### config.mk
export PLATFORM = sky130hd
export DESIGN_NAME = uniform_adc_sampler
export DESIGN_NICKNAME = d
export VERILOG_FILES = /design/src/core/adc_sampler_pkg.sv /design/src/core/uniform_adc_sampler.sv
export SDC_FILE = /design/constraint.sdc
export NUM_CORES = 1
export LEC_CHECK = 0
export ABC_AREA = 0
export BUFFER_PORTS_ARGS = -buffer_cell sky130_fd_sc_hd__buf_2
export CAP_MARGIN = 30
export CORE_MARGIN = 5
export CORE_UTILIZATION = 30
export DETAILED_ROUTE_END_ITERATION = 7
export GPL_TIMING_DRIVEN = 0
export MAX_ROUTING_LAYER = met4
export PLACE_DENSITY = 0.58
export SETUP_SLACK_MARGIN = 0.4
export SYNTH_ARGS = -nofsm -noshare
export SYNTH_HDL_FRONTEND = slang
export SYNTH_SLANG_ARGS = --single-unit
### constraint.sdc
create_clock -name clk -period 4 [get_ports clk]
set_input_delay 0.6 -clock clk [delete_from_list [all_inputs] [get_ports clk]]
set_output_delay 0.6 -clock clk [all_outputs]
set_load 0.01 [all_outputs]
### src/core/adc_sampler_pkg.sv
// Purpose: constants for the uniform converter sampler
// Assumes: 125 MHz system clock, Avalon-MM register access
// Notes: all offsets are byte addresses of 32-bit words
package adc_sampler_pkg;
    localparam int CLK_MHZ = 125;
    localparam int ACQ_TIME_US = 120;
    localparam int ACQ_CYCLES = ACQ_TIME_US * CLK_MHZ;
    localparam logic [15:0] DIV_MIN = 16'h0024;
    localparam logic [7:0] INTERVAL_MULT = 8'h14;
    localparam logic [15:0] ERROR_CODE = 16'h8000;
    localparam logic [3:0] SCLK_HALF = 4'h8;
    // Register byte offsets
    localparam logic [4:0] OFF_CTRL = 5'h00;
    localparam logic [4:0] OFF_DIV = 5'h04;
    localparam logic [4:0] OFF_COUNT = 5'h08;
    localparam logic [4:0] OFF_RESULT = 5'h0C;
    localparam logic [4:0] OFF_STATUS = 5'h10;
    localparam logic [4:0] OFF_IRQ = 5'h14;
    localparam logic [4:0] OFF_MASK = 5'h18;
    // Control fields
    localparam int CTRL_CHAN_LSB = 0;
    localparam int CTRL_POL_BIT = 3;
    localparam int CTRL_WIDE_BIT = 4;
    localparam int CTRL_START_BIT = 8;
    localparam int CTRL_BURST_BIT = 9;
    localparam int CTRL_KEEP_INT_BIT = 10;
    // Event bits
    localparam int EV_DONE = 0;
    localparam int EV_SAMPLE = 1;
    localparam int EV_MISS = 2;
    localparam int EV_ERROR = 3;
    localparam int FRAME_BITS = 16;
    localparam logic [31:0] CTRL_RESET = 32'h0000_0000;
    localparam logic [15:0] DIV_RESET = 16'h0024;
endpackage : adc_sampler_pkg

### src/core/uniform_adc_sampler.sv
// Purpose: single and paced burst acquisition from a serial converter
// Assumes: converter answers each frame on its data pin; one clock
// Notes: burst samples appear one at a time in the result register
//
// Decided for this implementation: register access over Avalon-MM and the register addresses.
`timescale 1ns/1ps
module uniform_adc_sampler
    import adc_sampler_pkg::*;
#(
    parameter int ACQ_LEN = ACQ_CYCLES
)(
    input wire logic clk, // System clock
    input wire logic resetn, // Async reset, low active
    input wire logic [4:0] address, // Avalon byte address
    input wire logic read, // Avalon read
    input wire logic write, // Avalon write
    input wire logic [31:0] writedata, // Avalon write data
    output logic [31:0] readdata, // Avalon read data
    output logic waitrequest, // Avalon wait
    output logic irq, // Level interrupt
    output logic conv_csn, // Converter select, low active
    output logic conv_sclk, // Converter serial clock
    output logic conv_din, // Command to converter
    input wire logic conv_dout, // Data from converter
    output logic hold_interrupts // Ask controller to hold off
);
    typedef enum logic [3:0] {
        IDLE = 4'b0001,
        SHIFT = 4'b0010,
        SETTLE = 4'b0100,
        WAIT_PACE = 4'b1000
    } state_t;

    // Sign-aware formatting of a raw frame
    function automatic logic [15:0] format_result(input logic [11:0] raw, input logic wide, input logic uni);
        logic [11:0] v;
        v = wide ? raw : {raw[11:2], 2'b00};
        format_result = uni ? {4'h0, v} : {{4{~v[11]}}, ~v[11], v[10:0]};
    endfunction : format_result

    state_t state;
    logic [31:0] ctrl;
    logic [15:0] divider;
    logic [15:0] sample_count;
    logic [15:0] taken;
    logic [15:0] result;
    logic [3:0] ev;
    logic [3:0] mask;
    logic burst_ok;
    logic [15:0] shreg;
    logic [4:0] bitn;
    logic [3:0] sdiv;
    logic [31:0] acq_cnt;
    logic [23:0] pace_cnt;
    logic pace_tick;
    logic d1, d2, d3;
    logic frame_err;
    logic [3:0] next_ev;

    // Pin sampling: third stage is shifted in; second and third stage disagreeing marks a frame error
    always_ff @(posedge clk or negedge resetn)
    begin
        if (!resetn)
        begin
            d1 <= 1'b0;
            d2 <= 1'b0;
            d3 <= 1'b0;
        end
        else
        begin
            d1 <= conv_dout;
            d2 <= d1;
            d3 <= d2;
        end
    end
    wire din_ok = (d2 == d3);

    // Bus decode, single cycle wait; writes land on the answer edge, not before
    wire ack = ~waitrequest; // Answer cycle
    wire req = (read | write) & ~ack;
    wire wr_ctrl = write & ack & (address == OFF_CTRL);
    wire wr_div = write & ack & (address == OFF_DIV);
    wire wr_cnt = write & ack & (address == OFF_COUNT);
    wire wr_mask = write & ack & (address == OFF_MASK);
    wire rd_irq = read & ~ack & (address == OFF_IRQ);
    wire busy = (state != IDLE);
    wire [15:0] div_eff = (divider < DIV_MIN) ? DIV_MIN : divider;
    wire [23:0] interval = 24'(div_eff) * 24'(INTERVAL_MULT);
    wire start_single = wr_ctrl & writedata[CTRL_START_BIT] & ~busy;
    wire start_burst = wr_ctrl & writedata[CTRL_BURST_BIT] & ~busy & (sample_count != 16'h0000);
    wire in_burst = ctrl[CTRL_BURST_BIT];
    wire frame_end = (state == SHIFT) && (bitn == 5'(FRAME_BITS)) && (sdiv == 4'h0);
    wire acq_end = (state == SETTLE) && (acq_cnt == 32'h0);
    wire missed = in_burst & pace_tick & (state == SHIFT || state == SETTLE);

    always_ff @(posedge clk or negedge resetn)
    begin
        if (!resetn)
        begin
            waitrequest <= 1'b1;
            readdata <= 32'h0000_0000;
        end
        else
        begin
            waitrequest <= ~req;
            if (req)
            begin
                case (address)
                    OFF_CTRL: readdata <= ctrl;
                    OFF_DIV: readdata <= {16'h0000, divider};
                    OFF_COUNT: readdata <= {16'h0000, sample_count};
                    OFF_RESULT: readdata <= {16'h0000, result};
                    OFF_STATUS: readdata <= {15'h0000, burst_ok, taken};
                    OFF_IRQ: readdata <= {28'h0000000, ev};
                    OFF_MASK: readdata <= {28'h0000000, mask};
                    default: readdata <= 32'h0000_0000;
                endcase
            end
        end
    end
    // Configuration registers
    always_ff @(posedge clk or negedge resetn)
    begin
        if (!resetn)
        begin
            ctrl <= CTRL_RESET;
            divider <= DIV_RESET;
            sample_count <= 16'h0000;
            mask <= 4'h0;
        end
        else
        begin
            if (wr_ctrl && !busy)
                ctrl <= writedata & 32'h0000_061F;
            else if (busy && state == IDLE)
                ctrl <= ctrl;
            if (wr_div)
                divider <= writedata[15:0];
            if (wr_cnt)
                sample_count <= writedata[15:0];
            if (wr_mask)
                mask <= writedata[3:0];
        end
    end

    // Pacing timer, reloads every interval during a burst
    always_ff @(posedge clk or negedge resetn)
    begin
        if (!resetn)
        begin
            pace_cnt <= 24'h0;
            pace_tick <= 1'b0;
        end
        else
        begin
            pace_tick <= 1'b0;
            // First period one short: the tick flop adds a cycle before the frame
            if (start_burst)
                pace_cnt <= interval - 24'h2;
            else if (!in_burst || state == IDLE)
                pace_cnt <= interval - 24'h1;
            else if (pace_cnt == 24'h0)
            begin
                pace_cnt <= interval - 24'h1;
                pace_tick <= 1'b1;
            end
            else
                pace_cnt <= pace_cnt - 24'h1;
        end
    end

    // Conversion sequencer
    always_ff @(posedge clk or negedge resetn)
    begin
        if (!resetn)
        begin
            state <= IDLE;
            shreg <= 16'h0;
            bitn <= 5'h0;
            sdiv <= 4'h0;
            acq_cnt <= 32'h0;
            conv_csn <= 1'b1;
            conv_sclk <= 1'b0;
            conv_din <= 1'b0;
            taken <= 16'h0;
            result <= 16'h0;
            burst_ok <= 1'b1;
            frame_err <= 1'b0;
            hold_interrupts <= 1'b0;
        end
        else
        begin
            case (state)
                IDLE:
                begin
                    if (start_single || start_burst)
                    begin
                        // Command word: start, polarity, channel
                        shreg <= {1'b1, writedata[CTRL_POL_BIT], writedata[2:0], 11'h0};
                        state <= SHIFT;
                        conv_csn <= 1'b0;
                        conv_din <= 1'b1; // Start bit leads the command
                        bitn <= 5'h0;
                        sdiv <= SCLK_HALF;
                        acq_cnt <= 32'(ACQ_LEN);
                        frame_err <= 1'b0;
                        taken <= 16'h0;
                        burst_ok <= 1'b1;
                        // Controller should hold off others unless option set
                        hold_interrupts <= ~writedata[CTRL_KEEP_INT_BIT];
                    end
                end
                SHIFT:
                begin
                    if (acq_cnt != 32'h0)
                        acq_cnt <= acq_cnt - 32'h1;
                    if (frame_end)
                    begin
                        conv_csn <= 1'b1;
                        state <= SETTLE;
                    end
                    else if (sdiv == 4'h0)
                    begin
                        sdiv <= SCLK_HALF;
                        conv_sclk <= ~conv_sclk;
                        if (conv_sclk)
                        begin
                            conv_din <= shreg[15];
                            bitn <= bitn + 5'h1;
                        end
                        else
                        begin
                            shreg <= {shreg[14:0], d3};
                            frame_err <= frame_err | ~din_ok;
                        end
                    end
                    else
                        sdiv <= sdiv - 4'h1;
                end
                SETTLE:
                begin
                    conv_sclk <= 1'b0;
                    if (acq_cnt != 32'h0)
                        acq_cnt <= acq_cnt - 32'h1;
                    if (acq_end)
                    begin
                        result <= frame_err ? ERROR_CODE : format_result(shreg[11:0], ctrl[CTRL_WIDE_BIT] & ~in_burst,
                            ctrl[CTRL_POL_BIT]);
                        taken <= taken + 16'h1;
                        if (in_burst && (taken + 16'h1) < sample_count)
                            state <= WAIT_PACE;
                        else
                        begin
                            state <= IDLE;
                            hold_interrupts <= 1'b0;
                        end
                    end
                    if (missed)
                        burst_ok <= 1'b0;
                end
                WAIT_PACE:
                begin
                    if (pace_tick)
                    begin
                        shreg <= {1'b1, ctrl[CTRL_POL_BIT], ctrl[2:0], 11'h0};
                        state <= SHIFT;
                        conv_csn <= 1'b0;
                        conv_din <= 1'b1;
                        bitn <= 5'h0;
                        sdiv <= SCLK_HALF;
                        acq_cnt <= 32'(ACQ_LEN);
                        frame_err <= 1'b0;
                    end
                end
                default: state <= IDLE;
            endcase
            if (missed && state == SHIFT)
                burst_ok <= 1'b0;
        end
    end

    // Sticky events; a read of the event register clears, set wins
    always_comb
    begin
        next_ev = rd_irq ? 4'h0 : ev;
        next_ev[EV_DONE] = next_ev[EV_DONE] | (acq_end & (!in_burst || (taken + 16'h1) >= sample_count));
        next_ev[EV_SAMPLE] = next_ev[EV_SAMPLE] | acq_end;
        next_ev[EV_MISS] = next_ev[EV_MISS] | missed;
        next_ev[EV_ERROR] = next_ev[EV_ERROR] | (acq_end & frame_err);
    end

    always_ff @(posedge clk or negedge resetn)
    begin
        if (!resetn)
        begin
            ev <= 4'h0;
            irq <= 1'b0;
        end
        else
        begin
            ev <= next_ev;
            irq <= |(next_ev & mask);
        end
    end

    // Result never outside the documented signed or unsigned span
    result_span_a: assert property (@(posedge clk) disable iff (!resetn)
        $changed(result) && ctrl[CTRL_POL_BIT] |-> result == ERROR_CODE || result[15:12] == 4'h0)
        else $error("unipolar result out of span");
    narrow_low_a: assert property (@(posedge clk) disable iff (!resetn)
        acq_end && !frame_err && !ctrl[CTRL_WIDE_BIT] |=> result[1:0] == 2'b00)
        else $error("ten-bit result low bits not zero");
    error_code_a: assert property (@(posedge clk) disable iff (!resetn)
        acq_end && frame_err |=> result == ERROR_CODE)
        else $error("error code not returned");
    miss_flag_a: assert property (@(posedge clk) disable iff (!resetn)
        missed |=> !burst_ok)
        else $error("missed sample not flagged");
    count_stop_a: assert property (@(posedge clk) disable iff (!resetn)
        state != IDLE && in_burst |-> taken <= sample_count)
        else $error("burst count overrun");
    divider_min_a: assert property (@(posedge clk) disable iff (!resetn)
        interval >= 24'(DIV_MIN) * 24'(INTERVAL_MULT))
        else $error("pacing interval below minimum");
    bipolar_sign_a: assert property (@(posedge clk) disable iff (!resetn)
        $changed(result) && !ctrl[CTRL_POL_BIT] && result != ERROR_CODE |-> result[15:12] == {4{result[11]}})
        else $error("bipolar result not sign extended");
    chan_cmd_a: assert property (@(posedge clk) disable iff (!resetn)
        start_single |=> shreg[13:11] == $past(writedata[2:0]))
        else $error("channel index not loaded");
endmodule : uniform_adc_sampler

==> results of run 1 <==
-- how the worst min path moves through the flow --
stage	start	end	slack (ns)	cells after the start
global route	resetn	pace_cnt[4]	0.16	1
floorplan	resetn	acq_cnt[0]	0.30	0
detailed placement	d1	d2	0.34	0
finish	resetn	pace_cnt[21]	0.11	1
global placement	d1	d2	0.34	0
CTS	resetn	pace_cnt[21]	0.14	1
-- what timing repair did --
| item | CTS | global route |
|---|---|---|
| hold endpoints to repair | 0 | 0 |
| setup endpoints to repair | 19 | 16 |
| resized for setup | 62 | 32 |
| pin swaps | 22 | 22 |
| buffers inserted | 27 | 15 |
-- critical path, cell delays in order (launching register included) --
cell	delay [ns]
dfrtp_1	0.40
nor4_2	0.30
nand4_1	0.23
clkbuf_8	0.22
nand2_4	0.06
inv_2	0.04
ha_4	0.15
ha_4	0.15
fa_2	0.35
a21o_4	0.25
a221oi_4	0.39
o21ai_2	0.14
xnor2_2	0.21
buf_4	0.15
nand2_1	0.10
nor3_2	0.21
xnor2_1	0.10
mux2_2	0.26
-- area by class of cell --
| type | instances | area share (%) |
|---|---|---|
| Tap cell | 468 | 4.38 |
| Sequential cell | 191 | 35.8 |
| Clock inverter | 15 | 1.30 |
| Buffer | 76 | 3.06 |
| Timing Repair Buffer | 93 | 4.58 |
| Multi-Input combinational cell | 885 | 46.6 |
| Clock buffer | 17 | 3.18 |
| Inverter | 36 | 1.01 |
-- where the power goes --
part | internal [mW] | switching (mW)
Clock | 0.891 | 0.866
Combinational | 0.590 | 0.715
Sequential | 2.09 | 0.158
-- layer usage --
layer,wire [microns],GRT usage (%)
met3,1030,2.87
met1,13600,18.9
met5,0,-
met2,15200,25.4
met4,429,3.49
-- layout by cell type, fill, tap and decap left out, types with 15 or more instances in the layout --
cell type,synthesis,final
a21oi_1,45,41
a22o_1,35,35
buf_2,5,54
buf_4,17,58
clkbuf_1,51,45
clkbuf_16,0,17
conb_1,1,15
dfrtp_1,185,178
ha_1,48,43
inv_1,36,35
mux2_2,28,28
nand2_1,150,148
nand3_1,29,24
nor2_1,97,90
nor3_1,30,25
nor4_1,18,15
o21ai_0,66,59
or3_1,21,19
xnor2_1,42,38
xor2_1,47,46
-- logic make-up after synthesis --
kind of cell               after synthesis
xor gates and xnor gates                89
DFF                                    191
muxes                                   36
adders and majority gates               49
other                                    1
and+or+nand+nor                        452
AOI/OAI and AO/OA                      244
buffers and inverters                  112
-- sequential cells by signal (all words and copies together), names as in the netlist, 4 cells and up --
register,cells
sample_count,16
mask,4
ctrl,7
readdata,17
shreg,16
state,4
acq_cnt,32
divider,16
bitn,5
result,14
ev,4
sdiv,4
taken,16
pace_cnt,24
-- per-stage QoR --
step	power, mW	hold slack (ns)	instance area, sq um
2_1_floorplan	3.06	0.304	11200
3_3_place_gp	3.34	0.335	12000
3_5_place_dp	3.36	0.339	12100
4_1_cts	5.26	0.135	13100
5_1_grt	5.59	0.158	13400
6_report	5.31	0.107	13400
==> results.py, run 1 <==
metrics = {
    "die": {
        "io_pins": 80,
        "dieArea_sq_mm": 0.0408,
        "die_w_microns": 202,
        "fp.dieH_microns": 202,
        "start_util_pct": 30.3,
        "rows": 70,
        "core_sq_mm": 0.0365,
    },
    "sta": {
        "finalCriticalPeriod_ns": 3.82,
        "slew_viol_final": 0,
        "hold_violations": 0,
        "grt_setup_unrepaired": "yes",
        "fin_setup_tns_ns": 0,
        "setup_viol": 0,
        "worst_pin_slew_ns": 1.04,
        "clock_skew_ns": 0.0111,
        "period_share_pct": 95.6,
        "fmax_ghz": 0.262,
        "slew_headroom_pct": 30.7,
        "layout_setup_ws_ns": 0.178,
    },
    "synth": {
        "synthMuxAreaShare_pct": 3.57,
        "avgSynthCellArea_sq_um": 9.43,
        "synth-adder-area-share_pct": 5.61,
        "synth_area_leaders": "dfrtp_1 42%, ha_1 5.4%, nand2_1 5.1%",
        "async_reset_ff_share_pct": 100,
        "seq_area_frac_synth_pct": 43.3,
        "ys_ff_latch": 191,
        "yosys.area_share.simple_pct": 20.9,
        "ys_types": 81,
        "synth-xor-area-share_pct": 7.04,
        "yosysMostFrequentCell": "dfrtp_1",
        "synthFlopType": "dfrtp_1",
        "synthCells": 1174,
        "yosys_warnings": 0,
        "synth_common_cells": "185 x dfrtp_1, 150 x nand2_1, 97 x nor2_1, 66 x o21ai_0, 51 x clkbuf_1",
        "synth_top_family_by_area": "simple AND/OR/NAND/NOR gates",
        "yosys.area.top_type": "dfrtp_1",
        "syn_area_sq_mm": 0.0111,
        "synth_edf_count": 0,
        "synth_compound_area_share_pct": 15.1,
        "synth_top_area_share_pct": 41.8,
    },
    "final_layout": {
        "diodes": 0,
        "drive_gt1_share_pct": 21.3,
        "instances_no_fill": 1781,
        "n_fill_cell": 3657,
        "fin_util_pct": 36.6,
        "area_growth_pct": 20.9,
        "multi_input_area_sq_mm": 0.00624,
        "seqCellArea_sq_mm": 0.00480,
        "final_nets": 1391,
    },
    "detailed_routing": {
        "viasPerCell": 5.14,
        "dr.first_iter.drc_count": 613,
        "drt-pass1-iter-count": 6,
        "drc": 0,
        "num_vias": 9150,
        "routed_wirelength_microns": 30300,
        "postRouteAntennaNets": 0,
        "wl_per_cell_microns": 17.0,
    },
    "power": {
        "p_per_area_mw_per_mm2": 397,
        "p_leak_nw": 6.09,
        "ir_drop_uv": 309,
    },
    "setup_path": {
        "r2r_start": "divider[12]",
        "crit_type": "flop to flop",
        "startpoint": "divider[12]",
        "cp-endpoint": "pace_cnt[17]",
        "cp-start-kind": "flop",
        "path_max_fanout": 6,
        "crit_path_end_kind": "flop",
        "arrival_ns": 4.16,
        "r2r-end": "pace_cnt[17]",
        "reg2reg_depth": 17,
        "critPathRequiredTime_ns": 4.34,
        "r2r_slack_ns": 0.18,
    },
    "clocking": {
        "cts_tree": "done",
        "clock_sinks": 191,
        "cts_buffers": 17,
        "cts-htree-levels": 4,
        "clk-insertion-delay-late_ns": 0.45,
        "path_clk_slew_ns": 0.08,
        "root_buffer": "clkbuf_16",
        "clk_path_buf_depth": 2,
        "cts_hold_buf": 0,
    },
    "placement": {
        "detailed_place_hpwl_microns": 22500,
        "gp_congestion": 0.889,
        "pre_cts_ws_ns": -0.383,
        "io_buffers": 46,
        "place_inst": 1707,
    },
    "flow_run": {
        "maxCapViolations": 0,
    },
    "worst_hold_path": {
        "hp-class": "primary input to async pin",
    },
    "grt": {
        "antenna_found_initial": 0,
        "grt_pass1_wl_microns": 48200,
        "grt_use_total_pct": 15.1,
        "first_global_vias": 8823,
        "grt_max_degree": 119,
        "gr-total-overflow": 0,
    },
    "status": {
        "status": "finished clean",
    },
}
No activity file was read; power rests on OpenSTA's default activity.
==> run 2: changes to the inputs <==
--- a/config.mk
+++ b/config.mk
@@ -9,11 +9,11 @@
 export BUFFER_PORTS_ARGS = -buffer_cell sky130_fd_sc_hd__buf_2
 export CAP_MARGIN = 30
 export CORE_MARGIN = 5
-export CORE_UTILIZATION = 30
+export CORE_UTILIZATION = 25
 export DETAILED_ROUTE_END_ITERATION = 7
 export GPL_TIMING_DRIVEN = 0
 export MAX_ROUTING_LAYER = met4
-export PLACE_DENSITY = 0.58
+export PLACE_DENSITY = 0.52
 export SETUP_SLACK_MARGIN = 0.4
 export SYNTH_ARGS = -nofsm -noshare
 export SYNTH_HDL_FRONTEND = slang
==> constraint.sdc (replaced) <==
create_clock -name clk -period 4 [get_ports clk]
set_input_delay 0.4 -clock clk [delete_from_list [all_inputs] [get_ports clk]]
set_output_delay 0.4 -clock clk [all_outputs]
set_load 0.01 [all_outputs]
==> results.py, run 2 (synthesis results as in run 1) <==
metrics = {
    "final_layout": {
        "n_fill_cell": 4637,
        "multi_input_area_sq_mm": 0.00628,
        "layout_commonest_cell": "dfrtp_1",
        "final_cell_mix": "175 x dfrtp_1, 147 x nand2_1, 89 x nor2_1",
        "biggestRegsByFlops": "acq_cnt x32, pace_cnt x24, readdata x17",
        "final_area_sq_mm": 0.0136,
        "final_nets": 1394,
        "top_register": "acq_cnt",
        "diodes": 0,
        "seqCellArea_sq_mm": 0.00480,
        "instances_no_fill": 1908,
        "largest_reg_flops": 32,
        "area_growth_pct": 23.2,
        "drive_gt1_share_pct": 22.3,
    },
    "sta": {
        "setup_viol": 0,
        "slew_viol_final": 0,
        "finalCriticalPeriod_ns": 3.80,
        "slew_headroom_pct": 42.2,
        "clock_skew_ns": 0.0164,
        "layout_setup_ws_ns": 0.200,
        "period_share_pct": 95.0,
        "worst_pin_slew_ns": 0.864,
        "fmax_ghz": 0.263,
        "hold_violations": 0,
        "grt_setup_unrepaired": "yes",
    },
    "placement": {
        "placed_area_sq_mm": 0.0122,
        "pre_cts_ws_ns": -0.335,
        "place_inst": 1832,
        "detailed_place_hpwl_microns": 23200,
        "io_buffers": 46,
        "gp_congestion": 0.825,
    },
    "setup_path": {
        "startpoint": "divider[6]",
        "critPathRequiredTime_ns": 4.33,
        "cp-start-kind": "flop",
        "arrival_ns": 4.13,
        "crit_path_end_kind": "flop",
        "r2r_start": "divider[6]",
        "crit_type": "flop to flop",
        "path_max_fanout": 5,
    },
    "die": {
        "dieArea_sq_mm": 0.0486,
        "fp.dieH_microns": 220,
        "die_w_microns": 220,
        "rows": 77,
        "io_pins": 80,
        "start_util_pct": 25.1,
        "core_sq_mm": 0.0440,
    },
    "grt": {
        "grt_pass1_wl_microns": 49900,
        "met3_usage_pct": 2.04,
        "grt_use_met2_pct": 22.3,
        "gr-total-overflow": 0,
        "grt_use_total_pct": 13.4,
        "busiest_layer": "met2",
        "first_global_vias": 8939,
        "grt_max_degree": 118,
        "use_met1_pct": 17.2,
        "antenna_found_initial": 1,
    },
    "worst_hold_path": {
        "min_from": "conv_dout",
        "hp-class": "primary input to flop",
    },
    "power": {
        "p_switching_mw": 1.80,
        "p_per_area_mw_per_mm2": 395,
        "p_int_mw": 3.59,
        "p_leak_nw": 6.15,
        "seq_power_share_pct": 41.6,
        "pwr-share-clk_pct": 33.8,
        "ir_drop_uv": 204,
        "switching_share_pct": 33.3,
        "comb_power_share_pct": 24.5,
    },
    "clocking": {
        "root_buffer": "clkbuf_16",
        "cts_buffers": 17,
        "clk-insertion-delay-late_ns": 0.47,
        "cts_tree": "done",
        "cts-htree-levels": 4,
        "clock_sinks": 191,
        "path_clk_slew_ns": 0.08,
        "clk_path_buf_depth": 2,
    },
    "detailed_routing": {
        "num_vias": 8979,
        "viasPerCell": 4.71,
        "drt-pass1-iter-count": 7,
        "drc": 0,
        "postRouteAntennaNets": 0,
        "routed_wirelength_microns": 31300,
        "wl_per_cell_microns": 16.4,
        "dr.first_iter.drc_count": 614,
    },
    "status": {
        "status": "finished clean",
    },
    "flow_run": {
        "maxCapViolations": 0,
    },
}
## run 2: cell count changes in the layout (fill, tap and decap cells not counted), moves of 3 or more
| cell | change |
|---|---|
| dfrtp_1 | -3 |
| dfrtp_2 | +3 |
| nor2_2 | +3 |
| xnor2_1 | -3 |
## run 2: critical path: stages, from the launching register on
cell and delay (ns):
dfrtp_2 0.42, nor4_2 0.26, nand4_1 0.22, buf_4 0.20, clkbuf_4 0.15, and3_1 0.21
ha_1 0.31, a21o_1 0.19, and4_1 0.25, or3_1 0.35, a211oi_2 0.26, nand4bb_1 0.16
buf_4 0.18, nor4_4 0.28, xor2_1 0.18, o21ai_1 0.07
## run 2: layer usage
metal,part of all wire [%],wire length [microns]
met1,46,14300
met2,50,15700
met3,2.5,796
met4,1.8,553
met5,0,0
## run 2: final cells by class
class / count / area share (%)
Multi-Input combinational cell: 885 / 46.0
Sequential cell: 191 / 35.2
Tap cell: 592 / 5.43
Timing Repair Buffer: 96 / 4.88
Clock buffer: 17 / 3.12
Buffer: 76 / 2.94
Clock inverter: 15 / 1.42
Inverter: 36 / 0.991
## run 2: path summary, 6_finish.rpt
| check | end | slack [ns] | cells past startpoint |
|---|---|---|---|
| worst min register to register | d2 | 0.36 | 0 |
| worst min-delay path | d1 | 0.05 | 1 |
| max in group asynchronous | acq_cnt[18] | 2.47 | 3 |
| worst max register to register | pace_cnt[20] | 0.20 | 15 |
| worst max-delay path | pace_cnt[20] | 0.20 | 15 |
| min in group asynchronous | pace_cnt[18] | 0.51 | 2 |
## run 2: power groups by stage
stage | clock network (mW) | registers, mW | logic, mW
global placement | 0 | 2.28 | 1.07
floorplan | 0 | 2.24 | 0.821
global route | 1.95 | 2.27 | 1.48
finish | 1.82 | 2.24 | 1.32
CTS | 1.86 | 2.24 | 1.23
detailed placement | 0 | 2.29 | 1.08
## run 2: timing repair
item                                    4_1_cts  5_1_grt
setup buffers                                31       11
cloned                                        1        0
resized for setup                            59       45
hold buffers                                  1        0
endpoints found under the hold margin        71        0
endpoints found under the setup margin       18       34
pin swaps                                    30       28
## run 2: through the flow
step	hold WS [ns]	utilization, %	setup TNS [ns]	power (mW)
after floorplan	0.104	-	0	3.06
after global placement	0.343	27.6	-163.70	3.35
after detailed placement	0.343	27.8	-2.96	3.37
after CTS	0.0299	30.3	0	5.34
after global routing	0.0320	31.0	-0.0782	5.70
final	0.0515	31.0	0	5.39
==> run 3: changes to the inputs <==
--- a/config.mk
+++ b/config.mk
@@ -14,6 +14,7 @@
 export GPL_TIMING_DRIVEN = 0
 export MAX_ROUTING_LAYER = met4
 export PLACE_DENSITY = 0.52
+export RECOVER_POWER = 50
 export SETUP_SLACK_MARGIN = 0.4
 export SYNTH_ARGS = -nofsm -noshare
 export SYNTH_HDL_FRONTEND = slang
==> results.py, run 3 (synthesis results as in run 1) <==
metrics = {
    "status": {
        "status": "finished, violations left",
        "failed_checks": "capacitance limit, slew limit",
    },
    "power": {
        "seq_power_share_pct": 41.7,
        "ir_drop_uv": 204,
        "switching_share_pct": 33.4,
        "comb_power_share_pct": 24.5,
        "p_switching_mw": 1.80,
        "pwr-share-clk_pct": 33.9,
        "p_per_area_mw_per_mm2": 396,
        "p_int_mw": 3.59,
        "p_leak_nw": 6.05,
    },
    "detailed_routing": {
        "wl_per_cell_microns": 16.4,
        "postRouteAntennaNets": 0,
        "num_vias": 8996,
        "drc": 0,
        "drt-pass1-iter-count": 6,
        "dr.first_iter.drc_count": 603,
        "routed_wirelength_microns": 31400,
        "viasPerCell": 4.71,
    },
    "sta": {
        "hold_violations": 0,
        "clock_skew_ns": 0.0159,
        "fin_setup_tns_ns": 0,
        "grt_setup_unrepaired": "yes",
        "hold_slack_ns": 0.0518,
        "layout_setup_ws_ns": 0.197,
        "finalCriticalPeriod_ns": 3.80,
        "setup_viol": 0,
        "worst_pin_slew_ns": 1.95,
        "slew_viol_final": 76,
        "period_share_pct": 95.1,
        "slew_headroom_pct": -30.1,
        "fmax_ghz": 0.263,
    },
    "placement": {
        "gp_congestion": 0.825,
        "io_buffers": 46,
        "pre_cts_ws_ns": -0.335,
        "detailed_place_hpwl_microns": 23200,
    },
    "setup_path": {
        "crit_type": "flop to flop",
        "crit_top_cell": "buf_4",
        "arrival_ns": 4.14,
        "cp_cell_sequence": "nor4_2 -> nand4_1 -> buf_4 -> clkbuf_4 -> and3_1 -> ha_1 -> a21o_1 -> and4_1 -> or3_1 -> a211oi_2 -> nand4bb_1 -> buf_4 -> nor4_4 -> xor2_1 -> o21ai_1",
        "path_buf_inv": 3,
        "crit_slowest_cell": "dfrtp_2",
        "crit_path_end_kind": "flop",
        "path_max_fanout": 5,
        "startpoint": "divider[6]",
        "r2r_start": "divider[6]",
        "cp-start-kind": "flop",
        "critPathRequiredTime_ns": 4.33,
        "cpPeakStageDelay_ns": 0.42,
        "path_delay_family": "simple AND/OR/NAND/NOR gates",
    },
    "final_layout": {
        "seqCellArea_sq_mm": 0.00480,
        "final_cell_mix": "175 x dfrtp_1, 147 x nand2_1, 89 x nor2_1",
        "biggestRegsByFlops": "acq_cnt x32, pace_cnt x24, readdata x17",
        "top_register": "acq_cnt",
        "layout_commonest_cell": "dfrtp_1",
        "area_growth_pct": 22.8,
        "n_fill_cell": 4649,
        "largest_reg_flops": 32,
        "drive_gt1_share_pct": 20.4,
        "diodes": 0,
        "final_nets": 1394,
        "multi_input_area_sq_mm": 0.00628,
    },
    "grt": {
        "grt_max_degree": 118,
        "antenna_found_initial": 1,
        "grt_use_total_pct": 13.4,
        "first_global_vias": 8939,
        "gr-total-overflow": 0,
        "grt_pass1_wl_microns": 49900,
    },
    "die": {
        "io_pins": 80,
        "rows": 77,
        "core_sq_mm": 0.0440,
        "dieArea_sq_mm": 0.0486,
        "fp.dieH_microns": 220,
        "start_util_pct": 25.1,
        "die_w_microns": 220,
    },
    "worst_hold_path": {
        "min_from": "conv_dout",
        "hp-class": "primary input to flop",
    },
    "flow_run": {
        "maxCapViolations": 1,
    },
    "clocking": {
        "cts_buffers": 17,
        "clk_path_buf_depth": 2,
        "clk-insertion-delay-late_ns": 0.47,
        "clock_sinks": 191,
        "cts_tree": "done",
        "cts-htree-levels": 4,
        "root_buffer": "clkbuf_16",
        "path_clk_slew_ns": 0.08,
    },
}
run 3: path summary, 6_finish.rpt:
| kind | end | slack [ns] | depth (start not counted) |
|---|---|---|---|
| worst max-delay path | pace_cnt[20] | 0.20 | 15 |
| worst min-delay path | d1 | 0.05 | 1 |
| worst max register to register | pace_cnt[20] | 0.20 | 15 |
| worst min register to register | d2 | 0.36 | 0 |
| max in group asynchronous | taken[1] | 1.01 | 3 |
| min in group asynchronous | pace_cnt[15] | 1.02 | 2 |
run 3: repair_timing:
item / CTS / global route
cloned: 1 / 0
resized for setup: 59 / 45
hold buffers: 1 / 0
hold endpoints to repair: 71 / 0
endpoints found under the setup margin: 18 / 34
setup buffers: 31 / 11
pin swaps: 30 / 28
run 3: layout make-up:
| class | count | area share [%] |
|---|---|---|
| multi-input combinational | 885 | 46.2 |
| sequential | 191 | 35.3 |
| tap | 592 | 5.45 |
| timing repair buffer | 96 | 4.51 |
| clock buffer | 17 | 3.13 |
| buffer | 76 | 2.95 |
| clock inverter | 15 | 1.43 |
| inverter | 36 | 0.995 |
run 3: power by group through the flow:
stage	Clock [mW]	Sequential, mW	Combinational [mW]
floorplan	0	2.24	0.821
global placement	0	2.28	1.07
detailed placement	0	2.29	1.08
CTS	1.86	2.24	1.23
global route	1.95	2.27	1.48
finish	1.82	2.24	1.32
run 3: through the flow:
stage	power (mW)	cell area [sq um]	util (%)	instances
floorplan	3.06	11200	-	1188
global placement	3.35	12200	27.6	1826
detailed placement	3.37	12200	27.8	1832
CTS	5.34	13300	30.3	1897
global route	5.70	13600	30.9	1908
finish	5.39	13600	30.9	1908
run 3: per-layer routing:
metal	track usage (%)	wire length [microns]	up-vias	share of wire (%)
li1	-	-	4445	-
met1	17.2	14300	4409	46
met2	22.3	15700	113	50
met3	2.04	778	29	2.5
met4	3.77	554	0	1.8
met5	-	0	-	0
run 3: worst register-to-register path, cell delays in order (launching register included):
cell and delay [ns]:
dfrtp_2 0.42, nor4_2 0.26, nand4_1 0.22, buf_4 0.20, clkbuf_4 0.15, and3_1 0.21
ha_1 0.31, a21o_1 0.19, and4_1 0.24, or3_1 0.35, a211oi_2 0.26, nand4bb_1 0.16
buf_4 0.18, nor4_4 0.28, xor2_1 0.18, o21ai_1 0.07
